**src/logic/mpm_pkg.sv**
```systemverilog
// Purpose: Constants and types for the monitor port pin mux block
// Assumes: One 25 MHz core clock, synchronous active-high reset
// Notes:   Register offsets are word indices on the plain register port
//
// Summary of operation
// - Route bits 0..3 send static PWM channels ten..thirteen to port 2 pins 4..7.
// - Port 1 pin 4 carries clamp pulse when bit 4 set and latch zero.
// - Port 1 pin 5 carries safe-area output when bit 5 set and latch zero.
// - Port 2 pin 3 carries test pattern when bit 6 set and latch zero.
// - Route register bits may be set or cleared one at a time.
// - Control five bit 6 set stops dummy vertical pulses raising the event.
// - Latch one releases the pin to its pull-up, latch zero drives it low.
// - Reading a port returns the external pin levels.
// - Port 2 pins 0..2 are plain I/O only.
// - Port 3 pin 0 is sync data in mode 0, receive input otherwise.
// - Port 3 pin 1 is sync clock in mode 0, transmit output otherwise.
// - Fourth port is seven output bits from a write-only latch.
// - Asynchronous serial reaches 19200 baud from the core clock.

package mpm_pkg;

	// ==========================================================
	// Register map
	localparam logic [3:0] OFS_ROUTE  = 4'h0;
	localparam logic [3:0] OFS_CTRL5  = 4'h1;
	localparam logic [3:0] OFS_P1     = 4'h2;
	localparam logic [3:0] OFS_P2     = 4'h3;
	localparam logic [3:0] OFS_P3     = 4'h4;
	localparam logic [3:0] OFS_P4     = 4'h5;
	localparam logic [3:0] OFS_BITOP  = 4'h6;
	localparam logic [3:0] OFS_STATUS = 4'h7;
	localparam logic [3:0] OFS_MASK   = 4'h8;
	localparam logic [3:0] OFS_SMODE  = 4'h9;

	// ==========================================================
	// Field positions
	localparam int BIT_DAC0      = 0;
	localparam int BIT_CLAMP     = 4;
	localparam int BIT_SAFE      = 5;
	localparam int BIT_STP       = 6;
	localparam int BIT_INVERT_TEST_PATTERN    = 7;
	localparam int BIT_CLAMP_SRC = 5;
	localparam int BIT_DUMMY_MSK = 6;
	localparam int BIT_EV_VERT   = 0;
	localparam int BIT_EV_INT0   = 1;
	localparam int BIT_BITOP_VAL = 3;

	// ==========================================================
	// Reset values
	localparam logic [7:0] RST_CTRL  = 8'h00;
	localparam logic [7:0] RST_LATCH = 8'hFF;
	localparam logic [6:0] RST_P4    = 7'h00;
	localparam logic [1:0] RST_SMODE = 2'h0;

	// ==========================================================
	// Timing
	localparam int CLK_HZ       = 25_000_000;
	localparam int BAUD_MAX     = 19200;
	localparam int BAUD_OVERSMP = 16;
	localparam int BAUD_DIV     = CLK_HZ / (BAUD_MAX * BAUD_OVERSMP);

	// ==========================================================
	// Carriers
	typedef struct packed {
		logic [7:0] out;
		logic [7:0] oe;
	} mpm_pin_drv_s;

	typedef struct packed {
		logic       txd;
		logic       sclk;
		logic       sdata;
		logic       sdata_drive;
	} mpm_serial_s;

endpackage

```
**src/logic/mpm_top.sv**
```systemverilog
// Purpose: Port latches, pin routing, vertical event interrupt, baud tick
// Assumes: Pins are quasi-bidirectional; board pull-ups hold released pins
// Notes:   Read data appear the cycle after the read strobe

`timescale 1ns/1ps

module mpm_top #(
	parameter int P4_WIDTH = 7,
	parameter int BAUD_CNT = mpm_pkg::BAUD_DIV
) (
	input  wire logic                 clock,        // Core clock
	input  wire logic                 rst,          // Sync reset
	input  wire logic [3:0]           reg_addr,     // Register index
	input  wire logic [7:0]           reg_wdata,    // Write data
	input  wire logic                 reg_wr,       // Write strobe
	input  wire logic                 reg_rd,       // Read strobe
	output logic      [7:0]           reg_rdata,    // Read data
	output logic                      irq,          // Level interrupt
	input  wire logic [5:0]           p1_in,        // Port 1 pins
	input  wire logic [7:0]           p2_in,        // Port 2 pins
	input  wire logic [7:0]           p3_in,        // Port 3 pins
	output mpm_pkg::mpm_pin_drv_s     p1_drv,       // Port 1 drive
	output mpm_pkg::mpm_pin_drv_s     p2_drv,       // Port 2 drive
	output mpm_pkg::mpm_pin_drv_s     p3_drv,       // Port 3 drive
	output logic [P4_WIDTH-1:0]       p4_out,       // Output-only port
	input  wire logic [3:0]           static_pwm,   // Channels ten..thirteen
	input  wire logic                 clamp_a,      // Clamp source 0
	input  wire logic                 clamp_b,      // Clamp source 1
	input  wire logic                 safe_area_in, // Safe-area signal
	input  wire logic                 stp_in,       // Test pattern
	input  wire logic                 vert_pulse,   // Real vertical event
	input  wire logic                 dummy_pulse,  // Dummy vertical event
	input  mpm_pkg::mpm_serial_s      serial,       // Serial core outputs
	output logic      [1:0]           serial_mode,  // Serial mode
	output logic                      serial_rx,    // Receive/data in
	output logic                      int0_n,       // External int level
	output logic                      t0_in,        // Timer 0 input
	output logic                      t1_in,        // Timer 1 input
	output logic                      baud_tick     // 16x baud enable
);

	// ==========================================================
	// Registers
	logic [7:0]          route_ff;
	logic [7:0]          ctrl5_ff;
	logic [7:0]          p1_latch_ff;
	logic [7:0]          p2_latch_ff;
	logic [7:0]          p3_latch_ff;
	logic [P4_WIDTH-1:0] p4_latch_ff;
	logic [1:0]          smode_ff;
	logic [1:0]          status_ff;
	logic [1:0]          mask_ff;
	logic [7:0]          rdata_ff;
	logic                irq_ff;

	// Two-stage synchronisers for pins
	logic [21:0]         pin_s1_ff;
	logic [21:0]         pin_s2_ff;
	logic                int0_prev_ff;

	logic [15:0]         baud_cnt_ff;
	logic                baud_ff;

	mpm_pkg::mpm_pin_drv_s p1_ff;
	mpm_pkg::mpm_pin_drv_s p2_ff;
	mpm_pkg::mpm_pin_drv_s p3_ff;
	mpm_pkg::mpm_pin_drv_s nxt_p1;
	mpm_pkg::mpm_pin_drv_s nxt_p2;
	mpm_pkg::mpm_pin_drv_s nxt_p3;

	logic                wr_route;
	logic                wr_bitop;
	logic [7:0]          bit_sel;
	logic [1:0]          events;
	logic [1:0]          nxt_status;
	logic                clamp_sig;
	logic                stp_sig;

	assign wr_route = reg_wr && (reg_addr == mpm_pkg::OFS_ROUTE);
	assign wr_bitop = reg_wr && (reg_addr == mpm_pkg::OFS_BITOP);
	assign bit_sel  = 8'h01 << reg_wdata[2:0];

	// ==========================================================
	// Routing control with whole-byte and single-bit writes
	always_ff @(posedge clock) begin
		if (rst) begin
			route_ff <= mpm_pkg::RST_CTRL;
		end else if (wr_route) begin
			route_ff <= reg_wdata;
		end else if (wr_bitop) begin
			// One bit changes, the rest hold
			if (reg_wdata[mpm_pkg::BIT_BITOP_VAL]) begin
				route_ff <= route_ff | bit_sel;
			end else begin
				route_ff <= route_ff & ~bit_sel;
			end
		end
	end

	// Other control registers
	always_ff @(posedge clock) begin
		if (rst) begin
			ctrl5_ff <= mpm_pkg::RST_CTRL;
			smode_ff <= mpm_pkg::RST_SMODE;
			mask_ff  <= 2'h0;
		end else if (reg_wr) begin
			if (reg_addr == mpm_pkg::OFS_CTRL5) begin
				ctrl5_ff <= reg_wdata;
			end
			if (reg_addr == mpm_pkg::OFS_SMODE) begin
				smode_ff <= reg_wdata[1:0];
			end
			if (reg_addr == mpm_pkg::OFS_MASK) begin
				mask_ff <= reg_wdata[1:0];
			end
		end
	end

	// ==========================================================
	// Port latches; port 4 has no read path
	always_ff @(posedge clock) begin
		if (rst) begin
			p1_latch_ff <= mpm_pkg::RST_LATCH;
			p2_latch_ff <= mpm_pkg::RST_LATCH;
			p3_latch_ff <= mpm_pkg::RST_LATCH;
			p4_latch_ff <= P4_WIDTH'(mpm_pkg::RST_P4);
		end else if (reg_wr) begin
			if (reg_addr == mpm_pkg::OFS_P1) begin
				p1_latch_ff <= {2'h0, reg_wdata[5:0]};
			end
			if (reg_addr == mpm_pkg::OFS_P2) begin
				p2_latch_ff <= reg_wdata;
			end
			if (reg_addr == mpm_pkg::OFS_P3) begin
				p3_latch_ff <= reg_wdata;
			end
			if (reg_addr == mpm_pkg::OFS_P4) begin
				p4_latch_ff <= reg_wdata[P4_WIDTH-1:0];
			end
		end
	end

	// ==========================================================
	// Pin synchronisers; stage one feeds stage two only
	always_ff @(posedge clock) begin
		if (rst) begin
			pin_s1_ff    <= '1;
			pin_s2_ff    <= '1;
			int0_prev_ff <= 1'b1;
		end else begin
			pin_s1_ff    <= {p3_in, p2_in, p1_in};
			pin_s2_ff    <= pin_s1_ff;
			int0_prev_ff <= pin_s2_ff[16];
		end
	end

	// ==========================================================
	// Pin drive. Latch one releases the pin to its pull-up (high),
	// latch zero pulls low; routed functions drive both ways.
	assign clamp_sig = ctrl5_ff[mpm_pkg::BIT_CLAMP_SRC] ? clamp_b : clamp_a;
	assign stp_sig   = stp_in ^ route_ff[mpm_pkg::BIT_INVERT_TEST_PATTERN];

	always_comb begin
		nxt_p1.out = 8'h00;
		nxt_p1.oe  = {2'h0, ~p1_latch_ff[5:0]};
		if (route_ff[mpm_pkg::BIT_CLAMP] && !p1_latch_ff[4]) begin
			nxt_p1.out[4] = clamp_sig;
			nxt_p1.oe[4]  = 1'b1;
		end
		if (route_ff[mpm_pkg::BIT_SAFE] && !p1_latch_ff[5]) begin
			nxt_p1.out[5] = safe_area_in;
			nxt_p1.oe[5]  = 1'b1;
		end
	end

	// Port 2: pins 0..2 are never routed
	always_comb begin
		nxt_p2.out = 8'h00;
		nxt_p2.oe  = ~p2_latch_ff;
		if (route_ff[mpm_pkg::BIT_STP] && !p2_latch_ff[3]) begin
			nxt_p2.out[3] = stp_sig;
			nxt_p2.oe[3]  = 1'b1;
		end
		for (int i = 0; i < 4; i++) begin
			if (route_ff[mpm_pkg::BIT_DAC0 + i] && !p2_latch_ff[4 + i]) begin
				nxt_p2.out[4 + i] = static_pwm[i];
				nxt_p2.oe[4 + i]  = 1'b1;
			end
		end
	end

	// Port 3: function output is ANDed with a latch that software holds
	// high, so a low latch always wins and parks the pin low.
	always_comb begin
		nxt_p3.out = 8'h00;
		nxt_p3.oe  = ~p3_latch_ff;
		if (smode_ff == 2'h0) begin
			// Data line turns around under the serial core's control
			nxt_p3.oe[0] = ~p3_latch_ff[0] | (serial.sdata_drive & ~serial.sdata);
			nxt_p3.oe[1] = ~(p3_latch_ff[1] & serial.sclk);
		end else begin
			nxt_p3.oe[1] = ~(p3_latch_ff[1] & serial.txd);
		end
	end

	always_ff @(posedge clock) begin
		if (rst) begin
			p1_ff <= '0;
			p2_ff <= '0;
			p3_ff <= '0;
		end else begin
			p1_ff <= nxt_p1;
			p2_ff <= nxt_p2;
			p3_ff <= nxt_p3;
		end
	end

	// Pin levels toward the serial, interrupt and timer logic
	always_ff @(posedge clock) begin
		if (rst) begin
			serial_rx <= 1'b1;
			int0_n    <= 1'b1;
			t0_in     <= 1'b1;
			t1_in     <= 1'b1;
		end else begin
			serial_rx <= pin_s2_ff[14];
			int0_n    <= pin_s2_ff[16];
			t0_in     <= pin_s2_ff[18];
			t1_in     <= pin_s2_ff[19];
		end
	end

	// ==========================================================
	// Events: sticky status, set wins over write-one clear
	assign events[mpm_pkg::BIT_EV_VERT] = vert_pulse |
		(dummy_pulse & ~ctrl5_ff[mpm_pkg::BIT_DUMMY_MSK]);
	assign events[mpm_pkg::BIT_EV_INT0] = int0_prev_ff & ~pin_s2_ff[16];

	always_comb begin
		nxt_status = status_ff;
		if (reg_wr && (reg_addr == mpm_pkg::OFS_STATUS)) begin
			nxt_status = status_ff & ~reg_wdata[1:0];
		end
		nxt_status = nxt_status | events;
	end

	always_ff @(posedge clock) begin
		if (rst) begin
			status_ff <= 2'h0;
			irq_ff    <= 1'b0;
		end else begin
			status_ff <= nxt_status;
			irq_ff    <= |(nxt_status & mask_ff);
		end
	end

	// ==========================================================
	// Baud enable; divider rounds down so the rate is never below 16x
	always_ff @(posedge clock) begin
		if (rst) begin
			baud_cnt_ff <= 16'h0000;
			baud_ff     <= 1'b0;
		end else if (baud_cnt_ff == 16'(BAUD_CNT - 1)) begin
			baud_cnt_ff <= 16'h0000;
			baud_ff     <= 1'b1;
		end else begin
			baud_cnt_ff <= baud_cnt_ff + 16'h0001;
			baud_ff     <= 1'b0;
		end
	end

	// ==========================================================
	// Read path; ports return pin levels, unmapped reads give zero
	always_ff @(posedge clock) begin
		if (rst) begin
			rdata_ff <= 8'h00;
		end else if (reg_rd) begin
			unique case (reg_addr)
				mpm_pkg::OFS_ROUTE:  rdata_ff <= route_ff;
				mpm_pkg::OFS_CTRL5:  rdata_ff <= ctrl5_ff;
				mpm_pkg::OFS_P1:     rdata_ff <= {2'h0, pin_s2_ff[5:0]};
				mpm_pkg::OFS_P2:     rdata_ff <= pin_s2_ff[13:6];
				mpm_pkg::OFS_P3:     rdata_ff <= pin_s2_ff[21:14];
				mpm_pkg::OFS_STATUS: rdata_ff <= {6'h00, status_ff};
				mpm_pkg::OFS_MASK:   rdata_ff <= {6'h00, mask_ff};
				mpm_pkg::OFS_SMODE:  rdata_ff <= {6'h00, smode_ff};
				default:             rdata_ff <= 8'h00;
			endcase
		end else begin
			rdata_ff <= 8'h00;
		end
	end

	// ==========================================================
	// Outputs
	assign reg_rdata   = rdata_ff;
	assign irq         = irq_ff;
	assign p1_drv      = p1_ff;
	assign p2_drv      = p2_ff;
	assign p3_drv      = p3_ff;
	assign p4_out      = p4_latch_ff;
	assign serial_mode = smode_ff;
	assign baud_tick   = baud_ff;

endmodule

```
**config.mk**
```make
export PLATFORM = sky130hd
export DESIGN_NAME = mpm_top
export DESIGN_NICKNAME = d
export VERILOG_FILES = /design/src/logic/mpm_pkg.sv /design/src/logic/mpm_top.sv
export SDC_FILE = /design/constraint.sdc
export NUM_CORES = 1
export LEC_CHECK = 0
export BUFFER_PORTS_ARGS = -buffer_cell sky130_fd_sc_hd__buf_2
export CAP_MARGIN = 20
export CORE_ASPECT_RATIO = 1.4
export CORE_MARGIN = 1
export CORE_UTILIZATION = 58
export CTS_CLUSTER_SIZE = 20
export DETAILED_ROUTE_END_ITERATION = 12
export PLACE_DENSITY = 0.84
export SLEW_MARGIN = 30
export SYNTH_ARGS = -nofsm -noshare
export SYNTH_HDL_FRONTEND = slang
export SYNTH_SLANG_ARGS = --single-unit
```
**constraint.sdc**
```tcl
create_clock -name clock -period 3.2 [get_ports clock]
set_input_delay 0.48 -clock clock [delete_from_list [all_inputs] [get_ports clock]]
set_output_delay 0.48 -clock clock [all_outputs]
set_load 0.03 [all_outputs]
```
=== Word level (Yosys, flattened, before mapping) ===
Cells that the tools add are included.
W data, S select, Z words.

* $add $sub $neg: 1
* Shift operators: 1
* Reductions and logical operators: 37
* Muxes and demuxes: 16
* Bitwise gates (word level): 32
* Equality and inequality tests: 10

{| class="wikitable"
|+ Operators with widths
! operator !! count
|-
| $pmux W8 S8 || 1
|-
| $mux W8 || 3
|-
| $not A8 Y8 || 3
|-
| $reduce_or A2 Y1 || 10
|-
| $add A16 B1 Y16 const B || 1
|-
| $eq A16 B7 Y1 const B || 1
|-
| $eq A4 B3 Y1 const B || 4
|-
| $not A1 Y1 || 14
|-
| $reduce_and A2 Y1 || 7
|-
| $mux W1 || 11
|-
| $logic_and A1 B1 Y1 || 10
|-
| $and A8 B8 Y8 || 1
|-
| $eq A4 B2 Y1 const B || 2
|-
| $eq A4 B4 Y1 const B || 2
|-
| $or A8 B8 Y8 || 1
|-
| $shl A1 B3 Y8 const A || 1
|-
| $logic_not A1 Y1 || 7
|-
| $not A6 Y6 || 1
|-
| $and A1 B1 Y1 || 5
|-
| $and A2 B2 Y2 || 2
|-
| $eq A4 B1 Y1 const B || 1
|-
| $logic_not A4 Y1 || 1
|-
| $logic_not A2 Y1 || 1
|-
| $mux W2 || 1
|-
| 5 further kinds || 6
|}

* Output and inout bits: 71
* Flip-flop bits (word level): 173
* Input port bits: 52
* Word-level logic and storage cells: 130

=== Longest topological paths before layout ===
* Word-level depth: 6
* Mapped depth: 8

=== Worst setup path before layout ===
No wires, ideal clock.

* Kind: in2reg
* Start: input reg_addr[0]
* End: register p1_latch_ff[0]
* Path buffers: 2
* Setup slack: 1.569 ns
* Cell stages on the path: 6
* Arrival time: 1.511 ns
* Path through: buf_4 -> nand2b_4 -> nor3_2 -> buf_4 -> nand2_1 -> a211o_1

* Cells in the longest elaborated chain, start to end: 2

{| class="wikitable"
|+ RTL lines
! element !! line !! source
|-
| start: declaration || mpm_top.sv:13 || <nowiki>input wire logic [3:0] reg_addr,</nowiki>
|-
| $eq A4 B2 Y1 || mpm_top.sv:128 || <nowiki>if (reg_addr == mpm_pkg::OFS_P1) begin</nowiki>
|-
| $reduce_and A2 Y1 (no source line) || n/a ||
|-
| end signal: assignment || mpm_top.sv:123 || <nowiki>p1_latch_ff <= mpm_pkg::RST_LATCH;</nowiki>
|-
| end signal: assignment || mpm_top.sv:129 || <nowiki>p1_latch_ff <= {2'h0, reg_wdata[5:0]};</nowiki>
|-
| end: declaration || mpm_top.sv:46 || <nowiki>logic [7:0] p1_latch_ff;</nowiki>
|}

Every way passes these cells.
A chain may end at the register's enable or synchronous reset.

=== Worst setup path after layout ===
* Start: input reg_addr[1]
* End: register p1_latch_ff[3]

Same word-level chain as after synthesis.

==> flow_summary.toml <==
[final_layout]
fin_cells = 815
syn_to_final_growth_pct = 17.8
fin_area_um2 = 6730
drive_above_1_share_pct = 28.1
antenna_cells = 0
fillerInstances = 710
final_core_util_pct = 70.8
finalNetCount = 724

[place]
io_buffers = 103
dp_hpwl_um = 8060
dpl_cell_area_um2 = 6150
place.gp.congestion = 0.866
place_ws_ns = 0.835
dp.cells = 783

[global_routing]
grt-busiest-layer = "met2"
overflow = 0
grt_pass1_vias = 4058
met3_usage_pct = 7.28
antenna_found_initial = 1
use_met1_pct = 28.4
grt_usage_pct = 24.2
met2_usage_pct = 40.8
grt_pass1_wl_um = 19100
grt_max_degree = 50

[floorplan]
rows = 42
die_h_um = 119
pin_count = 123
die_w_um = 85.9
start_util_pct = 60.1
dieArea_um2 = 10300
design.core.area_um2 = 9510

[synth]
netlist_instances = 582
synth_sequential_area_ratio_pct = 53.9
syn_area_per_cell_um2 = 9.82
netlist-cell-type-count = 51
postSynthRegisterBits = 154
synth_area_um2 = 5720
synth.top_cells.by_count = "dfxtp_1 (154), nor2_1 (64), nand2_1 (50)"
netlist.area_leader.share_pct = 53.9
synth-edff-count = 0
ys.flop_type = "dfxtp_1"
synth_area_leader_cell = "dfxtp_1"
synthTopCellsByArea = "dfxtp_1 (54%), or2_2 (5.3%), nor2_1 (4.2%)"
yosysMostFrequentCell = "dfxtp_1"
async_flop_share_pct = 0
yosys_warnings = 0

[route]
drt_wl_total_um = 11700
vias = 4223
viasPerCell = 5.18
dr.pass1.iters = 5
drt_iter0_markers = 278
wl_per_cell_um = 14.3
antenna_left = 0
post-route-drc-count = 0

[sta]
fin_crit_sh_pct = 63.3
fmax_mhz = 494
setup_viol = 0
hold_slack_ns = 0.240
fin_tns_setup_ns = 0
layout_setup_ws_ns = 1.18
drv_slew = 0
fin_skew_ns = 0.00405
tightestPinTransition_ns = 0.830
period_minus_slack_ns = 2.02
hold_viol_final = 0
rsz0062_at_grt = "no"
slew_headroom_pct = 44.4

[setup_path]
r2r_slack_ns = 1.42
r2r-start = "baud_cnt_ff[0]$_SDFF_PP0_"
r2r-end = "baud_cnt_ff[14]$_SDFF_PP0_"
crit_type = "in2reg"
cp_max_fo = 24
reg2regPathDepth = 6
endpoint_kind = "flip-flop"
cp.required_ns = 3.50
critPathLaunchType = "primary input"
worstPathArrival_ns = 2.33

[worst_hold_path]
hold_end = "pin_s1_ff[16]$_SDFF_PP1_"
hold_start = "p3_in[2]"
holdPathStages = 2
hold_path.class = "in2reg"

[clocking]
ctsHoldBuffers = 0
cts_buffers = 17
clock_latency_ns = 0.42
cts-resized-gates = 0
path_clk_slew_ns = 0.06
clock_sinks = 154
clk_path_buf_depth = 2
cts_tree = "done"
post_cts_buffers = 0
cts-root-buf = "clkbuf_16"
cts_max_level = 4

[power]
p_per_area_nw_per_um2 = 620
peakVddDrop_mv = 0.394
power_leakage_nw = 2.83
p_total_mw = 4.17

[outcome]
status = "complete, no violations"

[run]
drv_cap = 0
## worst max path at each step
stage / start / end / depth (start not counted)
4_1_cts: reg_addr[1] / p1_latch_ff[3]$_SDFFE_PP1P_ / 5
3_5_place_dp: reg_addr[1] / p1_latch_ff[3]$_SDFFE_PP1P_ / 5
5_1_grt: reg_addr[1] / p1_latch_ff[5]$_SDFFE_PP1P_ / 5
3_3_place_gp: reg_addr[1] / p1_latch_ff[1]$_SDFFE_PP1P_ / 5
2_1_floorplan: reg_addr[0] / p1_latch_ff[0]$_SDFFE_PP1P_ / 6
6_report: reg_addr[1] / p1_latch_ff[3]$_SDFFE_PP1P_ / 5
## metal layers
| layer | up-vias | routed length, µm |
|---|---|---|
| li1 | 2106 | - |
| met1 | 1944 | 4840 |
| met2 | 153 | 5900 |
| met3 | 20 | 684 |
| met4 | 0 | 222 |
| met5 | - | 0 |
## where the power goes
| part | total, mW | internal [mW] | leakage [nW] | switching [mW] |
|---|---|---|---|---|
| logic | 0.248 | 0.0874 | 1.31 | 0.160 |
| registers | 1.99 | 1.97 | 1.26 | 0.0222 |
| clock network | 1.93 | 1.19 | 0.265 | 0.748 |
## worst max-delay path, stage by stage
cell and delay (ns):
buf_2 0.44, nand2b_4 0.10, nor3_2 0.64, nand2_1 0.29, a211o_1 0.36
## logic make-up after synthesis
| logic type | after synthesis | share of synthesized area (%) |
|---|---|---|
| DFF | 154 | 53.9 |
| and+or+nand+nor | 258 | 25.2 |
| buffers and inverters | 65 | 6.50 |
| xor gates and xnor gates | 15 | 2.30 |
| adders and majority gates | 2 | 0.438 |
| other | 1 | 0.0656 |
| muxes | 22 | 3.87 |
| AOI/OAI and AO/OA | 65 | 7.71 |
## final cells by class
type,count,area [µm²],area share [%]
Sequential cell,154,3080,45.8
Multi-Input combinational cell,381,2330,34.6
Timing Repair Buffer,105,533,7.92
Clock buffer,22,464,6.89
Tap cell,132,165,2.45
Clock inverter,10,119,1.77
Inverter,11,41.3,0.613
## cells in the final DEF, fill, tap and decap left out, types with 3 or more instances in the layout
cell type / count
a211o_1: 8
a211oi_1: 5
a21oi_1: 20
a221oi_1: 3
a22oi_1: 12
a31oi_1: 6
and3_1: 13
buf_2: 102
buf_4: 3
clkbuf_1: 3
clkbuf_16: 17
clkinvlp_4: 6
conb_1: 19
dfxtp_1: 154
inv_1: 11
mux2i_1: 21
nand2_1: 50
nand2b_1: 3
nand3_1: 16
nand3b_1: 15
nand4_1: 10
nor2_1: 64
nor2b_1: 6
nor3_1: 5
nor3b_1: 3
nor4_1: 9
or2_2: 48
xnor2_1: 13
## registers in the layout (all words and copies together) (netlist names), 2 cells and up, named ones only
signal / flops
reg_rdata: 8
p2_drv: 13
baud_cnt_ff: 16
p2_latch_ff: 8
pin_s2_ff: 22
status_ff: 2
p1_drv: 8
p3_latch_ff: 8
serial_mode: 2
p3_drv: 8
ctrl5_ff: 8
p4_out: 7
pin_s1_ff: 22
mask_ff: 2
p1_latch_ff: 6
(Power assumes the default switching activity.)
